$ cat src/design/nv_seq_pkg.sv
// package: sram bus pin groups, sequence addresses and timing for the store/recall host
package nv_seq_pkg;

    localparam int ADDR_W = 13;
    localparam int DATA_W = 8;
    localparam int SEQ_LEN = 6;

    // unlock sequence, steps 0..4 shared, step 5 picks the command
    localparam logic [12:0] SEQ_A0 = 13'h0000;
    localparam logic [12:0] SEQ_A1 = 13'h1555;
    localparam logic [12:0] SEQ_A2 = 13'h0aaa;
    localparam logic [12:0] SEQ_A3 = 13'h1fff;
    localparam logic [12:0] SEQ_A4 = 13'h10f0;
    localparam logic [12:0] SEQ_STORE = 13'h0f0f;
    localparam logic [12:0] SEQ_RECALL = 13'h0f0e;

    // timing at 200 MHz
    localparam int CLK_MHZ = 200;
    localparam int T_RC_NS = 45;
    localparam int T_STORE_MS = 10;
    localparam int T_RECALL_US = 550;
    localparam int RC_CYC = (T_RC_NS * CLK_MHZ + 999) / 1000;
    localparam int STORE_CYC = T_STORE_MS * 1000 * CLK_MHZ;
    localparam int RECALL_CYC = T_RECALL_US * CLK_MHZ;
    localparam int CNT_W = 24;

    // pins toward the memory
    typedef struct packed {
        logic ce_n;
        logic we_n;
        logic oe_n;
        logic [12:0] word_address;
        logic [7:0] dq_out;
        logic dq_oe;
    } sram_pins_s;

    typedef enum logic [4:0] {
        ST_IDLE = 5'b00001,
        ST_SETUP = 5'b00010,
        ST_STROBE = 5'b00100,
        ST_GAP = 5'b01000,
        ST_WAIT = 5'b10000
    } host_state_e;

    localparam logic [3:0] STEP_RST = 4'h0;
    localparam logic [CNT_W-1:0] CNT_RST = 24'h000000;

endpackage

$ cat src/design/nv_seq_rom.sv
// module: address of each step of the unlock sequence
`timescale 1ns/100ps
module nv_seq_rom
    import nv_seq_pkg::*;
(
    input wire logic [3:0] step,
    input wire logic recall,
    output logic [12:0] addr
);
    always_comb begin
        unique case (step)
            4'h0: addr = SEQ_A0;
            4'h1: addr = SEQ_A1;
            4'h2: addr = SEQ_A2;
            4'h3: addr = SEQ_A3;
            4'h4: addr = SEQ_A4;
            default: addr = recall ? SEQ_RECALL : SEQ_STORE;
        endcase
    end
endmodule // nv_seq_rom

$ cat src/design/nv_store_recall_host.sv
// module: host that issues software store and recall sequences to the memory
// How it works
// - store: six ce reads ending 0x0f0f
// - recall: same five reads, sixth 0x0f0e
// - write enable stays high every step
// - firmware checks own signature, not presets
// - boot firmware rewrites memory contents
`timescale 1ns/100ps
module nv_store_recall_host
    import nv_seq_pkg::*;
#(
    parameter int STORE_WAIT = STORE_CYC,
    parameter int RECALL_WAIT = RECALL_CYC
) (
    input wire logic clk,
    input wire logic rst,
    input wire logic start,
    input wire logic recall,
    output logic busy,
    output logic done,
    output logic ce_n,
    output logic we_n,
    output logic oe_n,
    output logic [12:0] word_address,
    output logic [7:0] dq_out,
    output logic dq_oe
);
    // ------------------------------------------------------------
    // state
    // ------------------------------------------------------------
    typedef struct packed {
        host_state_e st;
        logic [3:0] step;
        logic op_recall;
        logic [CNT_W-1:0] cnt;
        logic done;
        logic busy;
        sram_pins_s pins;
    } host_s;

    host_s q_r;
    host_s q_nxt;
    logic [12:0] step_addr;

    nv_seq_rom u_rom (
        .step(q_r.step),
        .recall(q_r.op_recall),
        .addr(step_addr)
    );

    // ------------------------------------------------------------
    // sequencer
    // ------------------------------------------------------------
    always_comb begin
        q_nxt = q_r;
        q_nxt.done = 1'b0;
        // pins never write: we_n high, data not driven
        q_nxt.pins.we_n = 1'b1;
        q_nxt.pins.dq_oe = 1'b0;
        // rewriting the array is left to firmware over the normal bus
        q_nxt.pins.dq_out = 8'h00;
        unique case (q_r.st)
            ST_IDLE: begin
                q_nxt.pins.ce_n = 1'b1;
                // never reads data back, so assumes nothing about contents
                q_nxt.pins.oe_n = 1'b1;
                if (start) begin
                    q_nxt.op_recall = recall;
                    q_nxt.step = STEP_RST;
                    q_nxt.st = ST_SETUP;
                end
            end
            ST_SETUP: begin
                // address settles with ce high
                q_nxt.pins.word_address = step_addr;
                q_nxt.cnt = CNT_W'(RC_CYC);
                q_nxt.st = ST_STROBE;
            end
            ST_STROBE: begin
                // ce controlled read, oe left high
                q_nxt.pins.ce_n = 1'b0;
                if (q_r.cnt == CNT_RST) begin
                    q_nxt.pins.ce_n = 1'b1;
                    q_nxt.cnt = CNT_W'(RC_CYC);
                    q_nxt.st = ST_GAP;
                end else begin
                    q_nxt.cnt = q_r.cnt - 1'b1;
                end
            end
            ST_GAP: begin
                q_nxt.pins.ce_n = 1'b1;
                if (q_r.cnt == CNT_RST) begin
                    if (q_r.step == 4'(SEQ_LEN - 1)) begin
                        // no access until the nv cycle ends
                        q_nxt.cnt = q_r.op_recall ? CNT_W'(RECALL_WAIT)
                                                  : CNT_W'(STORE_WAIT);
                        q_nxt.st = ST_WAIT;
                    end else begin
                        q_nxt.step = q_r.step + 4'h1;
                        q_nxt.st = ST_SETUP;
                    end
                end else begin
                    q_nxt.cnt = q_r.cnt - 1'b1;
                end
            end
            ST_WAIT: begin
                q_nxt.pins.ce_n = 1'b1;
                if (q_r.cnt == CNT_RST) begin
                    q_nxt.done = 1'b1;
                    q_nxt.step = STEP_RST;
                    q_nxt.st = ST_IDLE;
                end else begin
                    q_nxt.cnt = q_r.cnt - 1'b1;
                end
            end
            default: q_nxt.st = ST_IDLE;
        endcase
        q_nxt.busy = (q_nxt.st != ST_IDLE);
    end

    always_ff @(posedge clk or posedge rst) begin
        if (rst) begin
            q_r.st <= ST_IDLE;
            q_r.step <= STEP_RST;
            q_r.op_recall <= 1'b0;
            q_r.cnt <= CNT_RST;
            q_r.done <= 1'b0;
            q_r.busy <= 1'b0;
            q_r.pins.ce_n <= 1'b1;
            q_r.pins.we_n <= 1'b1;
            q_r.pins.oe_n <= 1'b1;
            q_r.pins.word_address <= SEQ_A0;
            q_r.pins.dq_out <= 8'h00;
            q_r.pins.dq_oe <= 1'b0;
        end else begin
            q_r <= q_nxt;
        end
    end

    // ------------------------------------------------------------
    // outputs
    // ------------------------------------------------------------
    assign busy = q_r.busy;
    assign done = q_r.done;
    assign ce_n = q_r.pins.ce_n;
    assign we_n = q_r.pins.we_n;
    assign oe_n = q_r.pins.oe_n;
    assign word_address = q_r.pins.word_address;
    assign dq_out = q_r.pins.dq_out;
    assign dq_oe = q_r.pins.dq_oe;
endmodule // nv_store_recall_host

$ cat config.mk
export PLATFORM = sky130hd
export DESIGN_NAME = nv_store_recall_host
export DESIGN_NICKNAME = d
export VERILOG_FILES = /design/src/design/nv_seq_pkg.sv /design/src/design/nv_seq_rom.sv /design/src/design/nv_store_recall_host.sv
export SDC_FILE = /design/constraint.sdc
export NUM_CORES = 1
export LEC_CHECK = 0
export BUFFER_PORTS_ARGS = -buffer_cell sky130_fd_sc_hd__buf_4
export CAP_MARGIN = 20
export CORE_MARGIN = 5
export CORE_UTILIZATION = 64
export DETAILED_ROUTE_END_ITERATION = 8
export PLACE_DENSITY = 0.93
export SKIP_CTS_REPAIR_TIMING = 1
export SYNTH_ARGS = -nofsm -noshare
export SYNTH_HDL_FRONTEND = slang
export SYNTH_HIERARCHICAL = 1
export SYNTH_SLANG_ARGS = --single-unit
$ cat constraint.sdc
create_clock -name clk -period 3.39 [get_ports clk]
set_input_delay 0.678 -clock clk [delete_from_list [all_inputs] [get_ports clk]]
set_output_delay 0.678 -clock clk [all_outputs]
set_load 0.02 [all_outputs]
Word-level counts from Yosys, hierarchy flattened
Index checks and enable logic that the tools add are counted.

Register bits: 50. Bits of input ports: 4. Output and inout bits: 27. Word-level logic and storage cells: 55.

Add/sub/neg operators: 2. Eq/ne operators: 17. Mux-type cells: 19. Reductions and logical operators: 9.

Operators by type and width (count): 2-to-1 mux 24 bit (4); one-hot mux 24 bit (4 select lines) (1); one-hot mux 13 bit (5 select lines) (1); one-hot mux 5 bit (5 select lines) (1); zero test 24 bit (1); subtractor 24 x 1 -> 24 bit, second input constant (1); 2-to-1 mux 21 bit (1); 2-to-1 mux 9 bit (2); one-hot mux 4 bit (3 select lines) (1); 2-to-1 mux 10 bit (1); 2-to-1 mux 5 bit (2); inequality test 2 bit, second input constant (5); equality test 4 x 2 -> 1 bit, second input constant (2); equality test 4 x 3 -> 1 bit, second input constant (2); equality test 5 x 1 -> 1 bit, second input constant (1); equality test 5 x 2 -> 1 bit, second input constant (1); equality test 5 x 3 -> 1 bit, second input constant (1); equality test 5 x 4 -> 1 bit, second input constant (1); equality test 5 bit, second input constant (1); inequality test 5 x 1 -> 1 bit, second input constant (1); AND reduction 5 bit (1); adder 4 x 1 -> 4 bit, second input constant (1); equality test 4 x 1 -> 1 bit, second input constant (1); zero test 4 bit (1); other kinds (10) (12).

Logic depth before layout (Yosys ltp)
Gate-level depths: netlist of the first run.

Word-level depth: 5. Mapped depth: 9. Mapped depth without buffers: 8.

By module
The synthesis of the first run kept the hierarchy.

Modules (own cells, without submodules): nv_store_recall_host (times used 1, cells an instance 308, area each 2949.1 um^2, seq. area each 1253.7 um^2); nv_seq_rom (times used 1, cells an instance 17, area each 120.1 um^2, seq. area each 0.0 um^2).

Worst setup path before layout of the first run
OpenSTA, ideal clock, no wires.

Kind: flip-flop to flip-flop. Start point: reg q_r[27] (netlist name). End point: reg q_r[53] (netlist name). Setup time: 0.128 ns. Arrival time: 1.965 ns. Required time: 3.262 ns. Setup slack: 1.297 ns. Cell stages (with the launch flop): 9. Buffers on the path: 0. Clock period less this slack: 2.093 ns. Cell sequence: dfrtp_1 -> inv_1 -> ha_1 -> nor3b_4 -> nand3_4 -> nor2_1 -> a21oi_1 -> nor3_2 -> mux2_1.

Word-level cells in the longest chain between the ends: 3. Elaborated cells between the ends (all ways): 4. Classes of those cells: eq/ne: 2; reduce/logical: 2.

Ends and longest elaborated chain: from (decl) (RTL line nv_store_recall_host.sv:41) `host_s q_r;`; from (signal assigned) (RTL line nv_store_recall_host.sv:136) `q_r <= q_nxt;`; zero test 24 bit * (RTL line nv_store_recall_host.sv:92, nv_store_recall_host.sv:108); inequality test 2 bit (no source line); AND reduction 5 bit (no source line) *.

Mark *: on every way between the ends. The rest lies on a longest branch, timed or not. A chain may end at the register's enable or synchronous reset.

Worst setup path in the final report of the first run
Start point: reg q_r[58] (netlist name). End point: reg q_r[34] (netlist name).

Word-level cells in the longest chain between the ends: 3. Elaborated cells between the ends (all ways): 9. Classes of those cells: eq/ne: 6; mux: 1; reduce/logical: 2.

Ends and longest elaborated chain: equality test 5 x 4 -> 1 bit (tied with other cells) (RTL line nv_store_recall_host.sv:62) `unique case (q_r.st)`; inequality test 3 bit (no source line) (tied with other cells); AND reduction 3 bit (no source line).

Several ways; a longest one is shown, not always the timed one.

==> out/metrics.cfg, run 1 <==
[synth]
netlist_area_sq_um=3070
synth_top_area_share_pct=39.1
ys_ff_latch=50
yosys_warnings=6
synth_top_flop_cell=dfrtp_1
yosys.area_share.xor_xnor_pct=0.285
synth_fa_ha_area_share_pct=1.22
synth_edf_count=0
muxShareOfSynthArea_pct=6.16
ys_types=66
avgSynthCellArea_sq_um=9.44
seq_area_frac_synth_pct=40.8
synthSimpleGateAreaFrac_pct=20.5
synth.area.top_cells=dfrtp_1, buf_4, mux2_2, o21ai_0, nand2_1
yosysTopAreaCell=dfrtp_1
synth-async-reset-ratio_pct=100
synth_top_family_by_area=simple AND/OR/NAND/NOR gates
netlist_instances=325
synth_compound_area_share_pct=19.6

[pwr]
totalPowerFinal_w=0.00104
p_per_area_nw_per_um2=330
p_sw_w=0.000221
p_comb_share_pct=2.7
intPower_w=0.000821
switching_share_pct=21.2
pwr-share-seq_pct=57.2
peakVddDrop_mv=0.231
power_frac_clock_pct=40.1
p_leak_nw=1.41

[floorplanning]
die_area_sq_um=6280
die_height_microns=79.3
ios=31
num_rows=25
die_w_microns=79.3
initial_core_util_pct=65.4
core_sq_um=4690

[timing]
fmax_mhz=386
hold_viol=0
min_period_ns=2.59
finalCritPeriodShare_pct=76.4
tightestPinTransition_ns=0.650
clock_skew_ns=0.00796
maxSlewHeadroom_pct=56.5
final-setup-viol-count=0
report.final.slew_viol_count=0
fin_tns_setup_ns=0
rsz0062_at_grt=false
finalHoldWorstSlack_ns=0.270

[detailed_routing]
num_vias=2435
wl_per_cell_microns=17.3
ant_nets=0
remaining_drc_errors=0
wl_microns=6500
via_per_inst=6.48
dr.pass1.iters=6
drtIter0Drc=202

[critical_path]
worst_setup_path_end_kind=flop
arrival_ns=2.78
worstSetupPathType=flop to flop
critPathRequiredTime_ns=3.58
critPathMaxFanout=17
critPathLaunchType=flop

[clock_tree]
cts_tree=yes
clock_sinks=50
cts_buffers=5
h-tree-depth=2
clock_latency_ns=0.31
cts-root-buf=clkbuf_8
cts_max_path_buffers=2
path_clk_slew_ns=0.09

[placement]
port_buffers=19
dpl.cell_count=367
dp_hpwl_microns=4520
routabilityCongestion=0.925

[finish]
drive_gt1_share_pct=18.9
final_nets=328
syn_to_final_growth_pct=2.89
antennaDiodeCount=0
stdcell_count=376
finish.utilization_pct=67.3

[grt]
grt_pass1_vias=2415
overflow=0
antenna_found_initial=0
grt_max_degree=51
grt_pass1_wl_microns=11200
track_usage_pct=22.3

[worst_hold_path]
hp-class=primary input to asynchronous set/reset pin

[flow_run]
drv_cap=0

[outcome]
outcome=finished, final reports clean

[synthesized netlist by cell type, types with 3 or more instances]
cell and count:
nor2_1 23, or3_1 4, nor3_2 3, inv_1 9, nand3_1 11, or2_1 3, mux2_2 14, a22oi_1 3
nand2_1 26, o211ai_1 3, ha_1 3, clkbuf_1 4, buf_4 34, o21ai_0 26, nor3_1 9, o22ai_1 5
nor4_1 9, buf_2 3, o21ai_1 6, dfrtp_1 48, a21oi_1 14, and2_1 4
[cells in the final DEF (no fill, tap or decap), types with 2 or more instances in the layout]
cell type,synthesis,final
a22oi_1,3,3
a41oi_1,2,2
o2bb2ai_1,2,2
o22ai_1,5,5
or3_1,4,4
nor4_4,2,2
buf_4,34,22
nand3_1,11,11
o21ai_1,6,6
a21oi_4,2,2
inv_1,9,8
conb_1,2,11
o31ai_1,2,2
nand3b_1,2,2
nor2_1,23,23
a21oi_1,14,14
or2_1,3,3
o21a_1,2,2
nor3_2,3,3
clkbuf_8,0,5
mux2i_1,2,2
a21o_1,2,2
dfstp_2,2,2
mux2_2,14,14
nand2_1,26,26
a31oi_1,2,2
dfrtp_1,48,48
nor2b_1,2,2
a22o_1,2,2
o21ai_0,26,26
ha_1,3,3
nand2b_1,2,2
and2_1,4,4
o211ai_1,3,3
nor3_1,9,9
a211o_1,2,2
nor4_1,9,9
[power groups by stage]
| stage | Sequential, W | Clock [W] | Combinational [W] |
|---|---|---|---|
| after floorplan | 0.000608 | 0 | 0.0000290 |
| after CTS | 0.000596 | 0.000425 | 0.0000257 |
| after global placement | 0.000608 | 0 | 0.0000255 |
| after detailed placement | 0.000608 | 0 | 0.0000257 |
| after global routing | 0.000596 | 0.000460 | 0.0000316 |
| final | 0.000596 | 0.000418 | 0.0000280 |
[layer usage]
layer | up-vias | global-route usage [%] | wire, microns
li1 | 1131 | - | -
met1 | 1167 | 28.1 | 2720
met2 | 120 | 36.9 | 3190
met3 | 17 | 4.54 | 444
met4 | 0 | 10.1 | 143
met5 | - | 0 | 0
[cell families after synthesis]
group	after synthesis
mux	17
simple gates	111
flops	50
compound gates	89
fa+ha+maj	3
buf+inv	52
other cells	2
xor+xnor	1
[sequential cells by signal, indices dropped and copies added (netlist names)]
register / flops
q_r: 34
done: 1
word_address: 13
busy: 1
ce_n: 1
[critical path, cell delays in order (launching register included)]
cell and delay (ns):
dfrtp_1 0.46, nor2_1 0.31, nand3_1 0.38, buf_4 0.30
a211oi_2 0.37, a21o_4 0.24, nor2_1 0.12, a221o_1 0.29
[metrics by stage]
step | area (sq um) | setup WS [ns]
after CTS | 3140 | 0.898
after global routing | 3160 | 0.701
after global placement | 3030 | 1.00
after detailed placement | 3030 | 0.957
after floorplan | 3100 | 1.30
final | 3160 | 0.799
[final cells by class]
| type | instances | area [sq um] |
|---|---|---|
| inverters | 9 | 33.8 |
| clock buffers | 6 | 72.6 |
| well taps | 54 | 67.6 |
| repair buffers | 23 | 185 |
| fillers | 366 | 1530 |
| flip-flops and latches | 50 | 1250 |
| clock inverters | 2 | 37.5 |
| multi-input cells | 232 | 1510 |
[path summary, 6_finish.rpt]
path	from	slack [ns]	end	depth (start not counted)
max	q_r[58]	0.80	q_r[34]	7
min	rst	0.27	word_address[10]	2
max reg2reg	q_r[58]	0.80	q_r[34]	7
min reg2reg	q_r[50]	0.50	q_r[50]	1
max in group asynchronous	rst	2.60	ce_n	3
min in group clk	q_r[50]	0.50	q_r[50]	1
No activity file was read; power rests on OpenSTA's default activity.
==> run 2: changes to the inputs <==
--- a/config.mk
+++ b/config.mk
@@ -8,9 +8,9 @@
 export BUFFER_PORTS_ARGS = -buffer_cell sky130_fd_sc_hd__buf_4
 export CAP_MARGIN = 20
 export CORE_MARGIN = 5
-export CORE_UTILIZATION = 64
+export CORE_UTILIZATION = 60
 export DETAILED_ROUTE_END_ITERATION = 8
-export PLACE_DENSITY = 0.93
+export PLACE_DENSITY = 0.88
 export SKIP_CTS_REPAIR_TIMING = 1
 export SYNTH_ARGS = -nofsm -noshare
 export SYNTH_HDL_FRONTEND = slang
==> constraint.sdc (replaced) <==
create_clock -name clk -period 2.4 [get_ports clk]
set_input_delay 0.48 -clock clk [delete_from_list [all_inputs] [get_ports clk]]
set_output_delay 0.48 -clock clk [all_outputs]
set_load 0.02 [all_outputs]
==> out/metrics.cfg, run 2 (same netlist as run 1, synthesis figures left out) <==
[finish]
antennaDiodeCount=0  ; unchanged
multi_input_area_sq_um=1530  ; was 1510 sq um
layout_commonest_cell=dfrtp_1  ; unchanged
top_register=q_r  ; unchanged
largest_reg_flops=34  ; unchanged
stdcell_count=404  ; was 376
reg_top3=q_r x34, word_address x13  ; unchanged
final_cell_mix=dfrtp_1, buf_4, nand2_1, o21ai_0, nor2_1  ; was dfrtp_1, nand2_1, o21ai_0
drive_gt1_share_pct=22.8  ; was 18.9%
final_area_sq_um=3260  ; was 3160 sq um
final_nets=340  ; was 328
seq_area_sq_um=1250  ; unchanged
num-fill-cells=409  ; was 366
syn_to_final_growth_pct=6.36  ; was 2.89%

[critical_path]
worstSetupPathType=flop to flop  ; unchanged
regToRegStartpoint=q_r[47]  ; was q_r[58]
startpoint=q_r[47]  ; was q_r[58]
critPathRequiredTime_ns=2.61  ; was 3.58 ns
worst_setup_path_end_kind=flop  ; unchanged
critPathLaunchType=flop  ; unchanged
arrival_ns=2.49  ; was 2.78 ns
critPathMaxFanout=7  ; was 17

[detailed_routing]
drtIter0Drc=251  ; was 202
num_vias=2538  ; was 2435
via_per_inst=6.28  ; was 6.48
dr.pass1.iters=5  ; was 6
ant_nets=0  ; unchanged
wl_microns=6860  ; was 6500 microns
wl_per_cell_microns=17.0  ; was 17.3 microns
remaining_drc_errors=0  ; unchanged

[grt]
antenna_found_initial=0  ; unchanged
overflow=0  ; unchanged
grt_max_degree=27  ; was 51
grt_pass1_vias=2388  ; was 2415
grt_pass1_wl_microns=11400  ; was 11200 microns
track_usage_pct=22.3  ; about the same

[pwr]
totalPowerFinal_w=0.00139  ; was 0.00104 W
peakVddDrop_mv=0.268  ; was 0.231 mV
p_leak_nw=1.46  ; was 1.41 nW
power_frac_clock_pct=36.4  ; was 40.1%
intPower_w=0.00105  ; was 0.000821 W
switching_share_pct=24.0  ; was 21.2%
pwr-share-seq_pct=60.7  ; was 57.2%
p_comb_share_pct=2.9  ; was 2.7%
p_per_area_nw_per_um2=425  ; was 330 nW/um^2
p_sw_w=0.000332  ; was 0.000221 W

[floorplanning]
die_w_microns=81.5  ; was 79.3 microns
core_sq_um=5040  ; was 4690 sq um
num_rows=26  ; was 25
die_height_microns=81.5  ; was 79.3 microns
initial_core_util_pct=60.9  ; was 65.4%
die_area_sq_um=6650  ; was 6280 sq um
ios=31  ; unchanged

[clock_tree]
clock_sinks=50  ; unchanged
clock_latency_ns=0.31  ; about the same
cts_tree=yes  ; unchanged
cts-root-buf=clkbuf_8  ; unchanged
cts_buffers=5  ; unchanged
h-tree-depth=2  ; unchanged
path_clk_slew_ns=0.10  ; was 0.09 ns
cts_max_path_buffers=2  ; unchanged

[timing]
fmax_mhz=439  ; was 386 MHz
maxSlewHeadroom_pct=62.6  ; was 56.5%
hold_viol=0  ; unchanged
worst_slack_ns=0.124  ; was 0.799 ns
report.final.slew_viol_count=0  ; unchanged
final-setup-viol-count=0  ; unchanged
finalCritPeriodShare_pct=94.9  ; was 76.4%
clock_skew_ns=0.00732  ; was 0.00796 ns
min_period_ns=2.28  ; was 2.59 ns
tightestPinTransition_ns=0.560  ; was 0.650 ns

[placement]
port_buffers=19  ; unchanged
dpl.cell_count=395  ; was 367
preCtsSetupSlack_ns=0.0927  ; was 0.957 ns
placed_cell_area_sq_um=3150  ; was 3030 sq um
routabilityCongestion=0.919  ; was 0.925
dp_hpwl_microns=4770  ; was 4520 microns

[flow_run]
drv_cap=0  ; unchanged

[worst_hold_path]
hp-class=primary input to asynchronous set/reset pin  ; unchanged

[outcome]
outcome=finished, final reports clean  ; unchanged

run 2: power by group through the flow:
stage	clock, W	sequential [W]	combinational (W)
after floorplan	0	0.000858	0.0000410
after global placement	0	0.000858	0.0000399
after detailed placement	0	0.000858	0.0000405
after CTS	0.000513	0.000842	0.0000406
after global routing	0.000546	0.000842	0.0000448
final	0.000505	0.000842	0.0000397
run 2: critical path, stage by stage (launching register included):
cell	delay, ns
dfrtp_1	0.46
nor4_1	0.41
nand4_1	0.17
buf_4	0.20
or2_1	0.33
a21oi_4	0.24
o21ai_1	0.10
a22o_1	0.25
run 2: routing by layer:
layer | track usage (%) | part of all wire [%] | vias to the layer above
met1 | 27.9 | 41 | 1251
met3 | 5.59 | 7.3 | 30
met5 | 0 | 0 | -
met2 | 36.7 | 49 | 107
li1 | - | - | 1150
met4 | 9.12 | 2.7 | 0
run 2: final timing paths:
kind,endpoint,depth (start not counted),slack [ns]
worst max-delay path,q_r[41],7,0.12
worst min-delay path,word_address[9],2,0.21
worst max register to register,q_r[41],7,0.12
worst min register to register,q_r[50],1,0.49
max in group asynchronous,q_r[31],3,1.66
min in group clk,q_r[51],2,0.42
run 2: cell type report:
class,count,area share [%]
inverters,9,1.03
well taps,70,2.68
multi-input cells,232,46.8
repair buffers,35,8.43
clock inverters,2,0.460
clock buffers,6,2.22
flip-flops and latches,50,38.4
run 2: stage by stage:
stage	setup TNS [ns]	util (%)	hold WS, ns
after floorplan	0	-	0.445
after global placement	0	62.5	0.472
after detailed placement	0	62.5	0.463
after CTS	0	64.2	0.233
after global routing	-0.0271	64.7	0.244
final	0	64.7	0.213
